<file path="src/rtsc_pkg.sv">
/*
 * Shared constants and types for the register-transfer and state control block.
 * Assumes a 12-bit word machine with a 64-line Y axis selected from address bits 6 to 11.
 */
package rtsc_pkg;
    localparam int WORD_W = 12;
    localparam int Y_LSB = 6;
    localparam int Y_W = 6;
    localparam int Y_LINES = 64;
    localparam int OPC_LSB = 0;
    localparam int OPC_W = 3;
    localparam int B04 = 4;
    localparam int B06 = 6;
    localparam int B03 = 3;
    localparam int B08 = 8;
    localparam logic [11:0] WORD_RST = 12'h000;
    localparam logic [2:0] OPC_OPR = 3'h7;
    // Selects the bus source; one value at a time, so there is one driver.
    typedef enum logic [2:0] {
        RTSC_SRC_NONE = 3'h0,
        RTSC_SRC_PC   = 3'h1,
        RTSC_SRC_MA   = 3'h2,
        RTSC_SRC_SW   = 3'h3,
        RTSC_SRC_MEM  = 3'h4,
        RTSC_SRC_AC   = 3'h5,
        RTSC_SRC_MB   = 3'h6
    } rtsc_src_t;
    // Exactly one adder output routing is active.
    typedef enum logic [2:0] {
        RTSC_RT_STRAIGHT = 3'h0,
        RTSC_RT_SHL      = 3'h1,
        RTSC_RT_SHR      = 3'h2,
        RTSC_RT_ROL      = 3'h3,
        RTSC_RT_ROR      = 3'h4
    } rtsc_route_t;
    typedef enum logic [2:0] {
        RTSC_MS_NONE  = 3'h0,
        RTSC_MS_FETCH = 3'h1,
        RTSC_MS_DEFER = 3'h3,
        RTSC_MS_EXEC  = 3'h2,
        RTSC_MS_WC    = 3'h6,
        RTSC_MS_CA    = 3'h7,
        RTSC_MS_BRK   = 3'h5
    } rtsc_major_t;
    typedef enum logic [2:0] {
        RTSC_TS_IDLE = 3'h0,
        RTSC_TS_1    = 3'h1,
        RTSC_TS_2    = 3'h3,
        RTSC_TS_3    = 3'h2,
        RTSC_TS_4    = 3'h6
    } rtsc_tstate_t;
    typedef enum logic [1:0] {
        RTSC_MN_IDLE = 2'h0,
        RTSC_MN_ZERO = 2'h1,
        RTSC_MN_ONE  = 2'h3,
        RTSC_MN_TWO  = 2'h2
    } rtsc_manual_t;
endpackage : rtsc_pkg

</file>
<file path="src/rtsc_sel_if.sv">
/*
 * Carrier between the controller and the core selection module.
 * Assumes both ends run on the single processor clock.
 */
`timescale 1ns/100ps
`default_nettype none
interface rtsc_sel_if;
    logic [11:0] addr;
    logic rd;
    logic wr;
    logic [11:0] wdata;
    logic [63:0] y_line;
    logic rd_sw;
    logic wr_sw;
    logic [11:0] inhibit;
    modport ctl (output addr, rd, wr, wdata, input y_line, rd_sw, wr_sw, inhibit);
    modport sel (input addr, rd, wr, wdata, output y_line, rd_sw, wr_sw, inhibit);
endinterface : rtsc_sel_if
`default_nettype wire
</file>
<file path="src/rtsc_core_sel.sv">
/*
 * Core memory Y-axis line decode, current-direction switches and inhibit drive.
 * Assumes read and write are never requested together by the controller.
 */
`timescale 1ns/100ps
`default_nettype none
module rtsc_core_sel (
    // Clock and reset
    input wire logic i_clk,
    input wire logic i_arst_n,
    // Controller side
    rtsc_sel_if.sel s
);
    import rtsc_pkg::*;
    logic [63:0] nxt_y;
    logic nxt_r;
    logic nxt_w;
    logic [11:0] nxt_inh;
    logic [63:0] y_ff;
    logic r_ff;
    logic w_ff;
    logic [11:0] inh_ff;

    always_comb begin
        nxt_y = '0;
        if (s.rd || s.wr) begin
            nxt_y[s.addr[Y_LSB +: Y_W]] = 1'b1;
        end
        nxt_r = s.rd;
        nxt_w = s.wr && !s.rd;
        nxt_inh = (s.wr && !s.rd) ? ~s.wdata : 12'h000;
    end

    always_ff @(posedge i_clk or negedge i_arst_n) begin
        if (!i_arst_n) begin
            y_ff <= '0;
            r_ff <= 1'b0;
            w_ff <= 1'b0;
            inh_ff <= 12'h000;
        end else begin
            y_ff <= nxt_y;
            r_ff <= nxt_r;
            w_ff <= nxt_w;
            inh_ff <= nxt_inh;
        end
    end

    assign s.y_line = y_ff;
    assign s.rd_sw = r_ff;
    assign s.wr_sw = w_ff;
    assign s.inhibit = inh_ff;

    property p_sel_one;
        @(posedge i_clk) disable iff (!i_arst_n) (s.rd || s.wr) |=> $onehot(y_ff) && y_ff[$past(s.addr[11:6])];
    endproperty
    a_sel_one: assert property (p_sel_one) else $error("Y line not decoded");
    property p_rd_pol;
        @(posedge i_clk) disable iff (!i_arst_n) s.rd |=> r_ff && !w_ff && inh_ff == 12'h000;
    endproperty
    a_rd_pol: assert property (p_rd_pol) else $error("Read polarity wrong");
    property p_wr_pol;
        @(posedge i_clk) disable iff (!i_arst_n) (s.wr && !s.rd) |=> w_ff && !r_ff;
    endproperty
    a_wr_pol: assert property (p_wr_pol) else $error("Write polarity wrong");
    property p_inh;
        @(posedge i_clk) disable iff (!i_arst_n) (s.wr && !s.rd) |=> inh_ff == ~$past(s.wdata);
    endproperty
    a_inh: assert property (p_inh) else $error("Inhibit mismatch");
    c_wr: cover property (@(posedge i_clk) disable iff (!i_arst_n) s.wr ##1 w_ff);
endmodule : rtsc_core_sel
`default_nettype wire

</file>
<file path="src/rtsc_ctrl.sv">
/*
 * Register-transfer and major-state control for a 12-bit processor with core memory.
 * Assumes one processor clock, console keys as asynchronous levels, and memory data valid at time state one.
 */
`timescale 1ns/100ps
`default_nettype none
module rtsc_ctrl (
    // Clock and reset
    input wire logic i_clk,
    input wire logic i_arst_n,
    // Console
    input wire logic i_load_address_key,
    input wire logic i_run_key,
    input wire logic i_peek_key,
    input wire logic i_deposit_key,
    input wire logic [rtsc_pkg::WORD_W-1:0] i_console_switches,
    // Data-break request and core read data
    input wire logic i_break_req,
    input wire logic [rtsc_pkg::WORD_W-1:0] i_mem_rdata,
    // Core selection
    output logic [63:0] o_y_line,
    output logic o_read_switches,
    output logic o_write_switches,
    output logic [rtsc_pkg::WORD_W-1:0] o_inhibit,
    // Visible state
    output logic [rtsc_pkg::WORD_W-1:0] o_program_counter,
    output logic [rtsc_pkg::WORD_W-1:0] o_memory_address_reg,
    output logic [rtsc_pkg::WORD_W-1:0] o_memory_buffer_reg,
    output logic [rtsc_pkg::WORD_W-1:0] o_working_register,
    output logic [2:0] o_instruction_register,
    output logic [7:0] o_instr_decode,
    output rtsc_pkg::rtsc_major_t o_major_state,
    output rtsc_pkg::rtsc_tstate_t o_time_state,
    output logic o_running
);
    import rtsc_pkg::*;
    // ------------------------------------------------------------
    // Key synchronisers
    // ------------------------------------------------------------
    logic [3:0] key_raw, key_rise;
    logic [3:0] k1_ff, k2_ff, k3_ff, kst_ff, nxt_kst;
    assign key_raw = {i_deposit_key, i_peek_key, i_run_key, i_load_address_key};
    always_comb begin
        nxt_kst = ((k2_ff ~^ k3_ff) & k3_ff) | ((k2_ff ^ k3_ff) & kst_ff);
    end
    assign key_rise = nxt_kst & ~kst_ff;
    always_ff @(posedge i_clk or negedge i_arst_n) begin
        if (!i_arst_n) begin
            k1_ff <= 4'h0;
            k2_ff <= 4'h0;
            k3_ff <= 4'h0;
            kst_ff <= 4'h0;
        end else begin
            k1_ff <= key_raw;
            k2_ff <= k1_ff;
            k3_ff <= k2_ff;
            kst_ff <= nxt_kst;
        end
    end
    // ------------------------------------------------------------
    // Transfer network
    // ------------------------------------------------------------
    logic [11:0] pc_ff, ma_ff, mb_ff, ac_ff;
    logic [2:0] ir_ff;
    rtsc_major_t ms_ff;
    rtsc_tstate_t ts_ff;
    rtsc_manual_t mn_ff;
    logic [3:0] key_ff;
    logic run_ff;
    rtsc_src_t src;
    rtsc_route_t route;
    logic carry_in, ld_pc, ld_ma, ld_mb, ld_ac;
    logic [11:0] bus_in, sum, bus_out;
    logic [7:0] dec;
    always_comb begin
        case (src)
            RTSC_SRC_PC: bus_in = pc_ff;
            RTSC_SRC_MA: bus_in = ma_ff;
            RTSC_SRC_SW: bus_in = i_console_switches;
            RTSC_SRC_MEM: bus_in = i_mem_rdata;
            RTSC_SRC_AC: bus_in = ac_ff;
            RTSC_SRC_MB: bus_in = mb_ff;
            default: bus_in = 12'h000;
        endcase
        sum = bus_in + {11'h000, carry_in};
        case (route)
            RTSC_RT_STRAIGHT: bus_out = sum;
            RTSC_RT_SHL: bus_out = {sum[10:0], 1'b0};
            RTSC_RT_SHR: bus_out = {1'b0, sum[11:1]};
            RTSC_RT_ROL: bus_out = {sum[10:0], sum[11]};
            RTSC_RT_ROR: bus_out = {sum[0], sum[11:1]};
            default: bus_out = sum;
        endcase
        dec = 8'h01 << ir_ff;
    end
    // ------------------------------------------------------------
    // Sequencing: manual and processor time states
    // ------------------------------------------------------------
    rtsc_major_t nxt_ms;
    rtsc_tstate_t nxt_ts;
    rtsc_manual_t nxt_mn;
    logic [3:0] nxt_key;
    logic nxt_run, mem_rd, mem_wr;
    always_comb begin
        nxt_ms = ms_ff;
        nxt_ts = ts_ff;
        nxt_mn = mn_ff;
        nxt_key = key_ff;
        nxt_run = run_ff;
        src = RTSC_SRC_NONE;
        route = RTSC_RT_STRAIGHT;
        carry_in = 1'b0;
        ld_pc = 1'b0;
        ld_ma = 1'b0;
        ld_mb = 1'b0;
        ld_ac = 1'b0;
        mem_rd = 1'b0;
        mem_wr = 1'b0;
        case (mn_ff)
            RTSC_MN_IDLE: begin
                if (!run_ff && key_rise != 4'h0 && ts_ff == RTSC_TS_IDLE) begin
                    nxt_key = key_rise;
                    nxt_mn = RTSC_MN_ZERO;
                end
            end
            RTSC_MN_ZERO: begin
                nxt_ms = RTSC_MS_NONE;
                nxt_mn = RTSC_MN_ONE;
            end
            RTSC_MN_ONE: begin
                if (key_ff[3:1] != 3'h0) begin
                    src = RTSC_SRC_PC;
                    route = RTSC_RT_STRAIGHT;
                    ld_ma = 1'b1;
                end
                nxt_mn = RTSC_MN_TWO;
            end
            RTSC_MN_TWO: begin
                nxt_mn = RTSC_MN_IDLE;
                if (key_ff[0]) begin
                    src = RTSC_SRC_SW;
                    ld_pc = 1'b1;
                end else if (key_ff[1]) begin
                    nxt_ms = RTSC_MS_FETCH;
                    nxt_run = 1'b1;
                    nxt_ts = RTSC_TS_1;
                end else begin
                    src = RTSC_SRC_MA;
                    carry_in = 1'b1;
                    ld_pc = 1'b1;
                    nxt_ts = RTSC_TS_1;
                end
            end
            default: nxt_mn = RTSC_MN_IDLE;
        endcase
        if (mn_ff != RTSC_MN_TWO) begin
            case (ts_ff)
                RTSC_TS_1: begin
                    mem_rd = 1'b1;
                    src = (!run_ff && key_ff[3]) ? RTSC_SRC_SW : RTSC_SRC_MEM;
                    ld_mb = 1'b1;
                    nxt_ts = RTSC_TS_2;
                end
                RTSC_TS_2: begin
                    if (run_ff && ms_ff == RTSC_MS_FETCH) begin
                        src = RTSC_SRC_PC;
                        carry_in = 1'b1;
                        ld_pc = 1'b1;
                    end
                    nxt_ts = RTSC_TS_3;
                end
                RTSC_TS_3: begin
                    if (run_ff && ms_ff == RTSC_MS_FETCH && ir_ff == OPC_OPR && !mb_ff[B08]) begin
                        if (!mb_ff[B04] && !mb_ff[B06]) begin
                            src = RTSC_SRC_AC;
                            ld_ac = 1'b1;
                        end else if (mb_ff[B06]) begin
                            src = RTSC_SRC_AC;
                            route = mb_ff[B03] ? RTSC_RT_ROL : RTSC_RT_ROR;
                            ld_ac = 1'b1;
                        end
                    end
                    nxt_ts = RTSC_TS_4;
                end
                RTSC_TS_4: begin
                    mem_wr = 1'b1;
                    if (!run_ff) begin
                        nxt_ts = RTSC_TS_IDLE;
                    end else begin
                        if (i_break_req) begin
                            nxt_ms = RTSC_MS_WC;
                        end else begin
                            case (ms_ff)
                                RTSC_MS_FETCH: nxt_ms = (ir_ff == OPC_OPR) ? RTSC_MS_FETCH
                                    : (mb_ff[B08] ? RTSC_MS_DEFER : RTSC_MS_EXEC);
                                RTSC_MS_DEFER: nxt_ms = RTSC_MS_EXEC;
                                RTSC_MS_WC: nxt_ms = RTSC_MS_CA;
                                RTSC_MS_CA: nxt_ms = RTSC_MS_BRK;
                                default: nxt_ms = RTSC_MS_FETCH;
                            endcase
                        end
                        src = RTSC_SRC_PC;
                        ld_ma = 1'b1;
                        nxt_ts = RTSC_TS_1;
                    end
                end
                default: nxt_ts = ts_ff;
            endcase
        end
    end
    logic [11:0] nxt_pc, nxt_ma, nxt_mb, nxt_ac;
    logic [2:0] nxt_ir;
    always_comb begin
        nxt_pc = ld_pc ? bus_out : pc_ff;
        nxt_ma = ld_ma ? bus_out : ma_ff;
        nxt_mb = ld_mb ? bus_out : mb_ff;
        nxt_ac = ld_ac ? bus_out : ac_ff;
        nxt_ir = ir_ff;
        if (run_ff && ms_ff == RTSC_MS_FETCH && ts_ff == RTSC_TS_1) begin
            nxt_ir = i_mem_rdata[OPC_LSB +: OPC_W];
        end
    end
    always_ff @(posedge i_clk or negedge i_arst_n) begin
        if (!i_arst_n) begin
            pc_ff <= WORD_RST;
            ma_ff <= WORD_RST;
            mb_ff <= WORD_RST;
            ac_ff <= WORD_RST;
            ir_ff <= 3'h0;
            ms_ff <= RTSC_MS_NONE;
            ts_ff <= RTSC_TS_IDLE;
            mn_ff <= RTSC_MN_IDLE;
            key_ff <= 4'h0;
            run_ff <= 1'b0;
        end else begin
            pc_ff <= nxt_pc;
            ma_ff <= nxt_ma;
            mb_ff <= nxt_mb;
            ac_ff <= nxt_ac;
            ir_ff <= nxt_ir;
            ms_ff <= nxt_ms;
            ts_ff <= nxt_ts;
            mn_ff <= nxt_mn;
            key_ff <= nxt_key;
            run_ff <= nxt_run;
        end
    end
    // ------------------------------------------------------------
    // Core selection
    // ------------------------------------------------------------
    rtsc_sel_if sel_bus ();
    assign sel_bus.addr = ma_ff;
    assign sel_bus.rd = mem_rd;
    assign sel_bus.wr = mem_wr;
    assign sel_bus.wdata = mb_ff;
    rtsc_core_sel i_rtsc_core_sel (
        .i_clk(i_clk),
        .i_arst_n(i_arst_n),
        .s(sel_bus.sel)
    );
    assign o_y_line = sel_bus.y_line;
    assign o_read_switches = sel_bus.rd_sw;
    assign o_write_switches = sel_bus.wr_sw;
    assign o_inhibit = sel_bus.inhibit;
    assign o_program_counter = pc_ff;
    assign o_memory_address_reg = ma_ff;
    assign o_memory_buffer_reg = mb_ff;
    assign o_working_register = ac_ff;
    assign o_instruction_register = ir_ff;
    assign o_instr_decode = dec;
    assign o_major_state = ms_ff;
    assign o_time_state = ts_ff;
    assign o_running = run_ff;
    // ------------------------------------------------------------
    // Checks
    // ------------------------------------------------------------
    property p_ir_fetch;
        @(posedge i_clk) disable iff (!i_arst_n) (run_ff && ms_ff == RTSC_MS_FETCH && ts_ff == RTSC_TS_1)
            |=> ir_ff == $past(i_mem_rdata[2:0]);
    endproperty
    a_ir_fetch: assert property (p_ir_fetch) else $error("IR not loaded in fetch");
    property p_dec;
        @(posedge i_clk) disable iff (!i_arst_n) $onehot(dec) && dec[ir_ff];
    endproperty
    a_dec: assert property (p_dec) else $error("Decode not one-hot");
    property p_strobe;
        @(posedge i_clk) disable iff (!i_arst_n) ts_ff == RTSC_TS_1 && mn_ff != RTSC_MN_TWO |=> o_read_switches;
    endproperty
    a_strobe: assert property (p_strobe) else $error("No read in T1");
    property p_clr;
        @(posedge i_clk) disable iff (!i_arst_n) mn_ff == RTSC_MN_ZERO |=> ms_ff == RTSC_MS_NONE;
    endproperty
    a_clr: assert property (p_clr) else $error("Major state not cleared");
    property p_la;
        @(posedge i_clk) disable iff (!i_arst_n) (mn_ff == RTSC_MN_TWO && key_ff[0])
            |=> pc_ff == $past(i_console_switches);
    endproperty
    a_la: assert property (p_la) else $error("Load address failed");
    property p_hold;
        @(posedge i_clk) disable iff (!i_arst_n) !ld_ma |=> ma_ff == $past(ma_ff);
    endproperty
    a_hold: assert property (p_hold) else $error("MA changed without load");
    property p_pcma;
        @(posedge i_clk) disable iff (!i_arst_n) (src == RTSC_SRC_PC && ld_ma && route == RTSC_RT_STRAIGHT)
            |=> ma_ff == $past(pc_ff);
    endproperty
    a_pcma: assert property (p_pcma) else $error("PC to MA failed");
    property p_skip;
        @(posedge i_clk) disable iff (!i_arst_n) (ts_ff == RTSC_TS_3 && (mb_ff[B04] || mb_ff[B06]) && !ld_ac)
            |=> ac_ff == $past(ac_ff) && ts_ff == RTSC_TS_4;
    endproperty
    a_skip: assert property (p_skip) else $error("Skipped event altered AC");
    c_run: cover property (@(posedge i_clk) disable iff (!i_arst_n) mn_ff == RTSC_MN_TWO && key_ff[1]);
    c_dep: cover property (@(posedge i_clk) disable iff (!i_arst_n) ts_ff == RTSC_TS_1 && key_ff[3]);
    c_opr: cover property (@(posedge i_clk) disable iff (!i_arst_n) ld_ac && ts_ff == RTSC_TS_3);
endmodule : rtsc_ctrl
`default_nettype wire

</file>
<file path="config.mk">
export PLATFORM = sky130hd
export DESIGN_NAME = rtsc_ctrl
export DESIGN_NICKNAME = d
export VERILOG_FILES = /design/src/rtsc_pkg.sv /design/src/rtsc_sel_if.sv /design/src/rtsc_core_sel.sv /design/src/rtsc_ctrl.sv
export SDC_FILE = /design/constraint.sdc
export NUM_CORES = 1
export LEC_CHECK = 0
export BUFFER_PORTS_ARGS = -buffer_cell sky130_fd_sc_hd__buf_4
export CAP_MARGIN = 20
export CORE_ASPECT_RATIO = 0.6
export CORE_UTILIZATION = 35
export CTS_CLUSTER_DIAMETER = 120
export DETAILED_ROUTE_END_ITERATION = 8
export SYNTH_ARGS = -nofsm -noshare
export SYNTH_HDL_FRONTEND = slang
export SYNTH_SLANG_ARGS = --single-unit
</file>
<file path="constraint.sdc">
create_clock -name i_clk -period 8.4 [get_ports i_clk]
set_input_delay 0.42 -clock i_clk [delete_from_list [all_inputs] [get_ports i_clk]]
set_output_delay 0.42 -clock i_clk [all_outputs]
set_load 0.02 [all_outputs]
</file>
Yosys cells after proc, flatten, opt, wreduce, memory -nomap -nowiden

Cells that the tools add are included.

Bits in registers: 158
Output and inout port bits: 144
Word-level logic and storage cells: 147
Bits of input ports: 31

Shifts and indexed selects: 1
Reductions and logical operators: 24
Add/sub/neg operators: 1
Multiplexer cells: 66
Eq/ne operators: 26
Bitwise logic cells: 9
$lt $le $gt $ge: 2

Operator list:

| kind                  | number |
|---|---|
| $pmux W12 S6          | 1 |
| $mux W3               | 22 |
| $mux W64              | 1 |
| $pmux W12 S4          | 1 |
| $pmux W3 S4           | 3 |
| $mux W1               | 29 |
| $eq A3 B3 Y1 const B  | 8 |
| $eq A3 B2 Y1 const B  | 7 |
| $add A12 B1 Y12       | 1 |
| $and A4 B4 Y4         | 3 |
| $eq A3 B1 Y1 const B  | 4 |
| $mux W12              | 1 |
| $not A12 Y12          | 1 |
| $pmux W3 S2           | 2 |
| $logic_and A1 B1 Y1   | 10 |
| $mux W2               | 4 |
| $pmux W2 S4           | 1 |
| $shl A1 B3 Y8 const A | 1 |
| $lt A6 B7 Y1 const B  | 1 |
| $demux W1 S6          | 1 |
| $ge A6 B1 Y1 const B  | 1 |
| $reduce_and A3 Y1     | 2 |
| $logic_not A1 Y1      | 5 |
| $ne A5 B1 Y1 const B  | 1 |
| other kinds (16)      | 18 |

Logic depth before layout (Yosys ltp)

Word-level depth: 12
Depth in mapped cells: 19
Mapped depth without buffers: 17

Hierarchy

From an unflattened synthesis, not the netlist that was laid out.

Cells, all modules: 628
Area total of the unflattened synthesis: 7064.3 sq um

By module, submodules not included:

| module        | seq. area each (sq um) | times used | cells an instance | area an instance (sq um) |
|---|---|---|---|---|
| rtsc_ctrl     | 2001.9                 | 1          | 438               | 4458.0 |
| rtsc_core_sel | 1951.9                 | 1          | 190               | 2606.2 |

Worst setup path before layout

No wires, ideal clock.

Path kind: register -> register
Start: reg mn_ff[0]
End: reg pc_ff[9] (netlist: o_program_counter[9])
Data arrival time: 3531 ps
Path buffers: 3
Data required time: 8268 ps
Library setup time: 132 ps
Cell stages (with the launch flop): 20
Period minus slack after synthesis: 3663 ps
Setup slack: 4737 ps
Cell sequence: dfrtp_1 > inv_1 > ha_1 > or4b_1 > buf_4 > o22ai_4 > buf_6 > clkbuf_4 > a22o_1 > a211oi_1 > a21oi_1 > ha_1 > ha_1 > o21ai_1 > a21oi_2 > and2_1 > a21boi_2 > or2_4 > a221oi_4 > o31ai_1

Cells in the longest elaborated chain, start to end: 11
Elaborated cells between the ends (all ways): 33
Classes of those cells: add/sub: 1; eq/ne: 13; mux: 19

Ends and longest elaborated chain:

| item                                 | line             | source |
|---|---|---|
| from (decl)                          | rtsc_ctrl.sv:67  | `rtsc_manual_t mn_ff;` |
| from (signal assigned)               | rtsc_ctrl.sv:243 | `mn_ff <= nxt_mn;` |
| $eq A2 B2 Y1                         | rtsc_ctrl.sv:119 | `case (mn_ff)` |
| $pmux W3 S2                          | rtsc_ctrl.sv:119 |  |
| $mux W3                              | rtsc_ctrl.sv:177 | `end else if (mb_ff[B06]) begin` |
| $mux W3                              | rtsc_ctrl.sv:174 | `if (!mb_ff[B04] && !mb_ff[B06]) begin` |
| $mux W3                              | rtsc_ctrl.sv:173 | `if (run_ff && ms_ff == RTSC_MS_FETCH && ir_ff == OPC_OPR && !mb_ff[B08]) begin` |
| $pmux W3 S4                          | rtsc_ctrl.sv:157 | `case (ts_ff)` |
| $mux W3                              | rtsc_ctrl.sv:156 | `if (mn_ff != RTSC_MN_TWO) begin` |
| $eq A3 B3 Y1 (tied with other cells) | rtsc_ctrl.sv:76  | `case (src)` |
| $pmux W12 S6                         | rtsc_ctrl.sv:76  |  |
| $add A12 B1 Y12                      | rtsc_ctrl.sv:85  | `sum = bus_in + {11'h000, carry_in};` |
| $pmux W12 S4                         | rtsc_ctrl.sv:86  | `case (route)` |
| to (signal assigned)                 | rtsc_ctrl.sv:236 | `pc_ff <= nxt_pc;` |
| to (decl)                            | rtsc_ctrl.sv:63  | `logic [11:0] pc_ff, ma_ff, mb_ff, ac_ff;` |

Several ways; a longest one is shown, not always the timed one.
A chain may end at the register's enable or synchronous reset.

Worst setup path after layout

Start: reg mn_ff[0]
End: reg pc_ff[7] (netlist: o_program_counter[7])

The elaborated chain is that of the path after synthesis.

==> metrics.md <==
| Metric | Value |
|---|---|
| Status | finished clean |
| RSZ-0062 raised after global routing | false |
| Power share of the sequential group | 0.340 |
| Yosys reg bits | 158 |
| Switching Fraction | 0.4367 |
| Vias in the first global route | 5111 |
| Top Ports | 175 |
| Mapped Area | 7086 µm² |
| HP Class | in -> async |
| Post-synth ARST share | 1.000 |
| Dpl ws | 3.638 ns |
| Register area | 3954 µm² |
| Max_cap viols | 0 |
| Diode count | 0 |
| PnR Total Power | 3.297 mW |
| Arr. time, crit path | 4.98 ns |
| First-pass GRT wire length | 30990 µm |
| # port buffers | 174 |
| Crit Path Category | reg -> reg |
| Top-count cell post-synth | dfrtp_1 |
| Multi-input combinational cell area | 2799 µm² |
| Slew margin rel. | 0.3019 |
| P&R area growth vs syn | 28.08% |
| FF-to-FF Start | mn_ff[0] |
| Final hold vios | 0 |
| Routability Congestion | 0.8549 |
| DIE HEIGHT | 112.2 µm |
| Post-synth EDFFs | 0 |
| Synthesis Warnings | 0 |
| Yosys top cell area share | 0.5580 |
| # nets final | 851 |
| VDD IR max | 0.0001797 V |
| Post-route setup slack | 3.683 ns |
| Clock-pin slew on the worst setup and hold paths | 0.07 ns |
| Initial Utilization | 0.3648 |
| Post-Synthesis Cells | 649 |
| Longest Clk Path Bufs | 2 |
| WHS | 0.03764 ns |
| CTS Buf Count | 17 |
| Root Driver | clkbuf_16 |
| Reg-to-Reg End | o_program_counter[7] |
| PwrDens | 363.3 nW/µm² |
| Total congestion overflow | 0 |
| Gr usage total | 0.2024 |
| Fillers | 1871 |
| Vias | 5495 |
| Rows | 39 |
| Final setup viols | 0 |
| Fmax achieved | 0.2120 GHz |
| Core area | 19420 µm² |
| Chip Width | 185.7 µm |
| Fin crit period | 4.717 ns |
| Unique masters post-synth | 86 |
| Leak | 4.431 nW |
| Largest register FFs | 64 |
| Worst Skew | 0.01483 ns |
| Slew of the pin with the lowest slew margin | 1.036 ns |
| CTS H-tree depth | 4 |
| DR DRC count | 0 |
| CTS Hold Bufs | 0 |
| Worst skew pair latency | 0.43 ns |
| Logic pwr share | 0.424 |
| Fraction of layout cells with a size suffix above 1 | 0.3280 |
| Max FO, Critical Path | 26 |
| Commonest cells in the netlist | dfrtp_1, nor2_1, nand2_1 |
| Synth area leader | dfrtp_1 |
| Post-CTS setup buffer count | 0 |
| Syn nets | 693 |
| Setup TNS | 0 ns |
| Pre-Repair DR Iteration Count | 5 |
| CTS tree | yes |
| Largest net degree at the start of global routing | 87 |
| Int Pwr | 1.857 mW |
| Clock sink count | 158 |
| DP HPWL | 15060 µm |
| Setup crit end kind | register |
| Initial antenna violation count | 0 |
| Critical path required time | 8.66 ns |
| R2R setup slack | 3.68 ns |
| # resized after CTS | 0 |
| Main area contributors after synthesis | dfrtp_1, nor2_1, nand2_1 |
| DR vias/cell | 5.060 |
| Die area | 20840 µm² |
| Final period util | 0.5616 |
| Post-Syn Area per Cell | 10.92 µm² |
| P_sw | 1.440 mW |
| Clock share of power | 0.236 |
| Ys flop type | dfrtp_1 |
| Pins over their slew limit | 0 |
| Routed length per instance | 18.77 µm |
| Iter 0 DRT Violations | 353 |
| Fin util | 0.4673 |
| Drt total wl | 20390 µm |
| CP startpoint kind | register |
| ANT nets after route | 0 |
| Sequential area share after synthesis | 0.5580 |
| FF-to-FF path depth | 16 |
per-layer routing:
layer | up-vias | GRT usage | part of all wire
met5 | - | 0 | 0
met4 | 0 | 0.04372 | 0.0077
met3 | 16 | 0.06489 | 0.082
met2 | 223 | 0.2557 | 0.39
met1 | 2661 | 0.3249 | 0.52
li1 | 2595 | - | -
placed cells by master, fill, tap and decap left out, types with 4 or more instances in the layout:
| cell | instances |
|---|---|
| a211oi_1 | 5 |
| a21o_1 | 7 |
| a21oi_1 | 26 |
| a221o_1 | 8 |
| a22o_1 | 5 |
| a31oi_1 | 6 |
| and2_1 | 6 |
| and3_1 | 4 |
| buf_4 | 176 |
| clkbuf_16 | 17 |
| clkinv_8 | 4 |
| dfrtp_1 | 158 |
| ha_1 | 13 |
| inv_1 | 13 |
| inv_8 | 6 |
| mux2_2 | 13 |
| mux2i_1 | 7 |
| nand2_1 | 56 |
| nand2b_1 | 5 |
| nand3_1 | 18 |
| nand3b_1 | 4 |
| nor2_1 | 99 |
| nor2b_1 | 7 |
| nor3b_1 | 5 |
| o21ai_0 | 42 |
| o21ai_1 | 5 |
| o22ai_2 | 4 |
| o31ai_1 | 11 |
| xnor2_1 | 4 |
power groups by stage:
stage,sequential [mW],combinational [mW],clock (mW)
after floorplan,1.20,0.834,0
after global placement,1.13,1.38,0
after detailed placement,1.13,1.39,0
after CTS,1.12,1.40,0.792
after global routing,1.15,1.53,0.827
final,1.12,1.40,0.778
worst max-delay path by stage:
stage	startpoint	cells past startpoint	end
floorplan	mn_ff[0]	19	o_program_counter[9]
global placement	mn_ff[0]	16	o_program_counter[9]
detailed placement	mn_ff[0]	16	o_program_counter[7]
CTS	mn_ff[0]	16	o_program_counter[9]
global route	mn_ff[0]	16	o_working_register[7]
finish	mn_ff[0]	16	o_program_counter[7]
stage by stage:
step                area (µm²)  cells
floorplan                 7086    649
global route              9075   1086
detailed placement        8467   1054
CTS                       9075   1086
global placement          8467   1054
finish                    9075   1086
logic make-up (layout without fill, tap and decap cells):
| family | count (synthesis) | count (layout) | synth area share |
|---|---|---|---|
| XOR/XNOR | 7 | 7 | 0.008653 |
| adder cells (fa/ha/maj) | 13 | 13 | 0.02296 |
| AND/OR/NAND/NOR | 241 | 241 | 0.1662 |
| buffers and inverters | 51 | 222 | 0.04697 |
| AO/OA/AOI/OAI | 157 | 157 | 0.1625 |
| flip-flops | 158 | 158 | 0.5580 |
| multiplexers | 22 | 22 | 0.03479 |
cell type report:
class	count	share of cell area
clock buffers	17	0.04688
clock inverters	15	0.02013
inverters	13	0.005377
multi-input cells	440	0.3084
flip-flops and latches	158	0.4357
well taps	266	0.03667
repair buffers	177	0.1468
worst max-delay path, stage by stage, from the launching register on:
cell and delay, ns:
dfrtp_1 0.37, inv_1 0.09, ha_1 0.33, or4b_1 0.91, o22ai_4 0.66, a22o_1 0.25
a211oi_1 0.05, a21oi_1 0.17, ha_1 0.18, ha_1 0.17, o21ai_1 0.08, a21oi_2 0.19
nand4_1 0.15, xnor2_1 0.23, a221o_1 0.37, o21ai_1 0.19, o21ai_0 0.13
(Power assumes the default switching activity.)
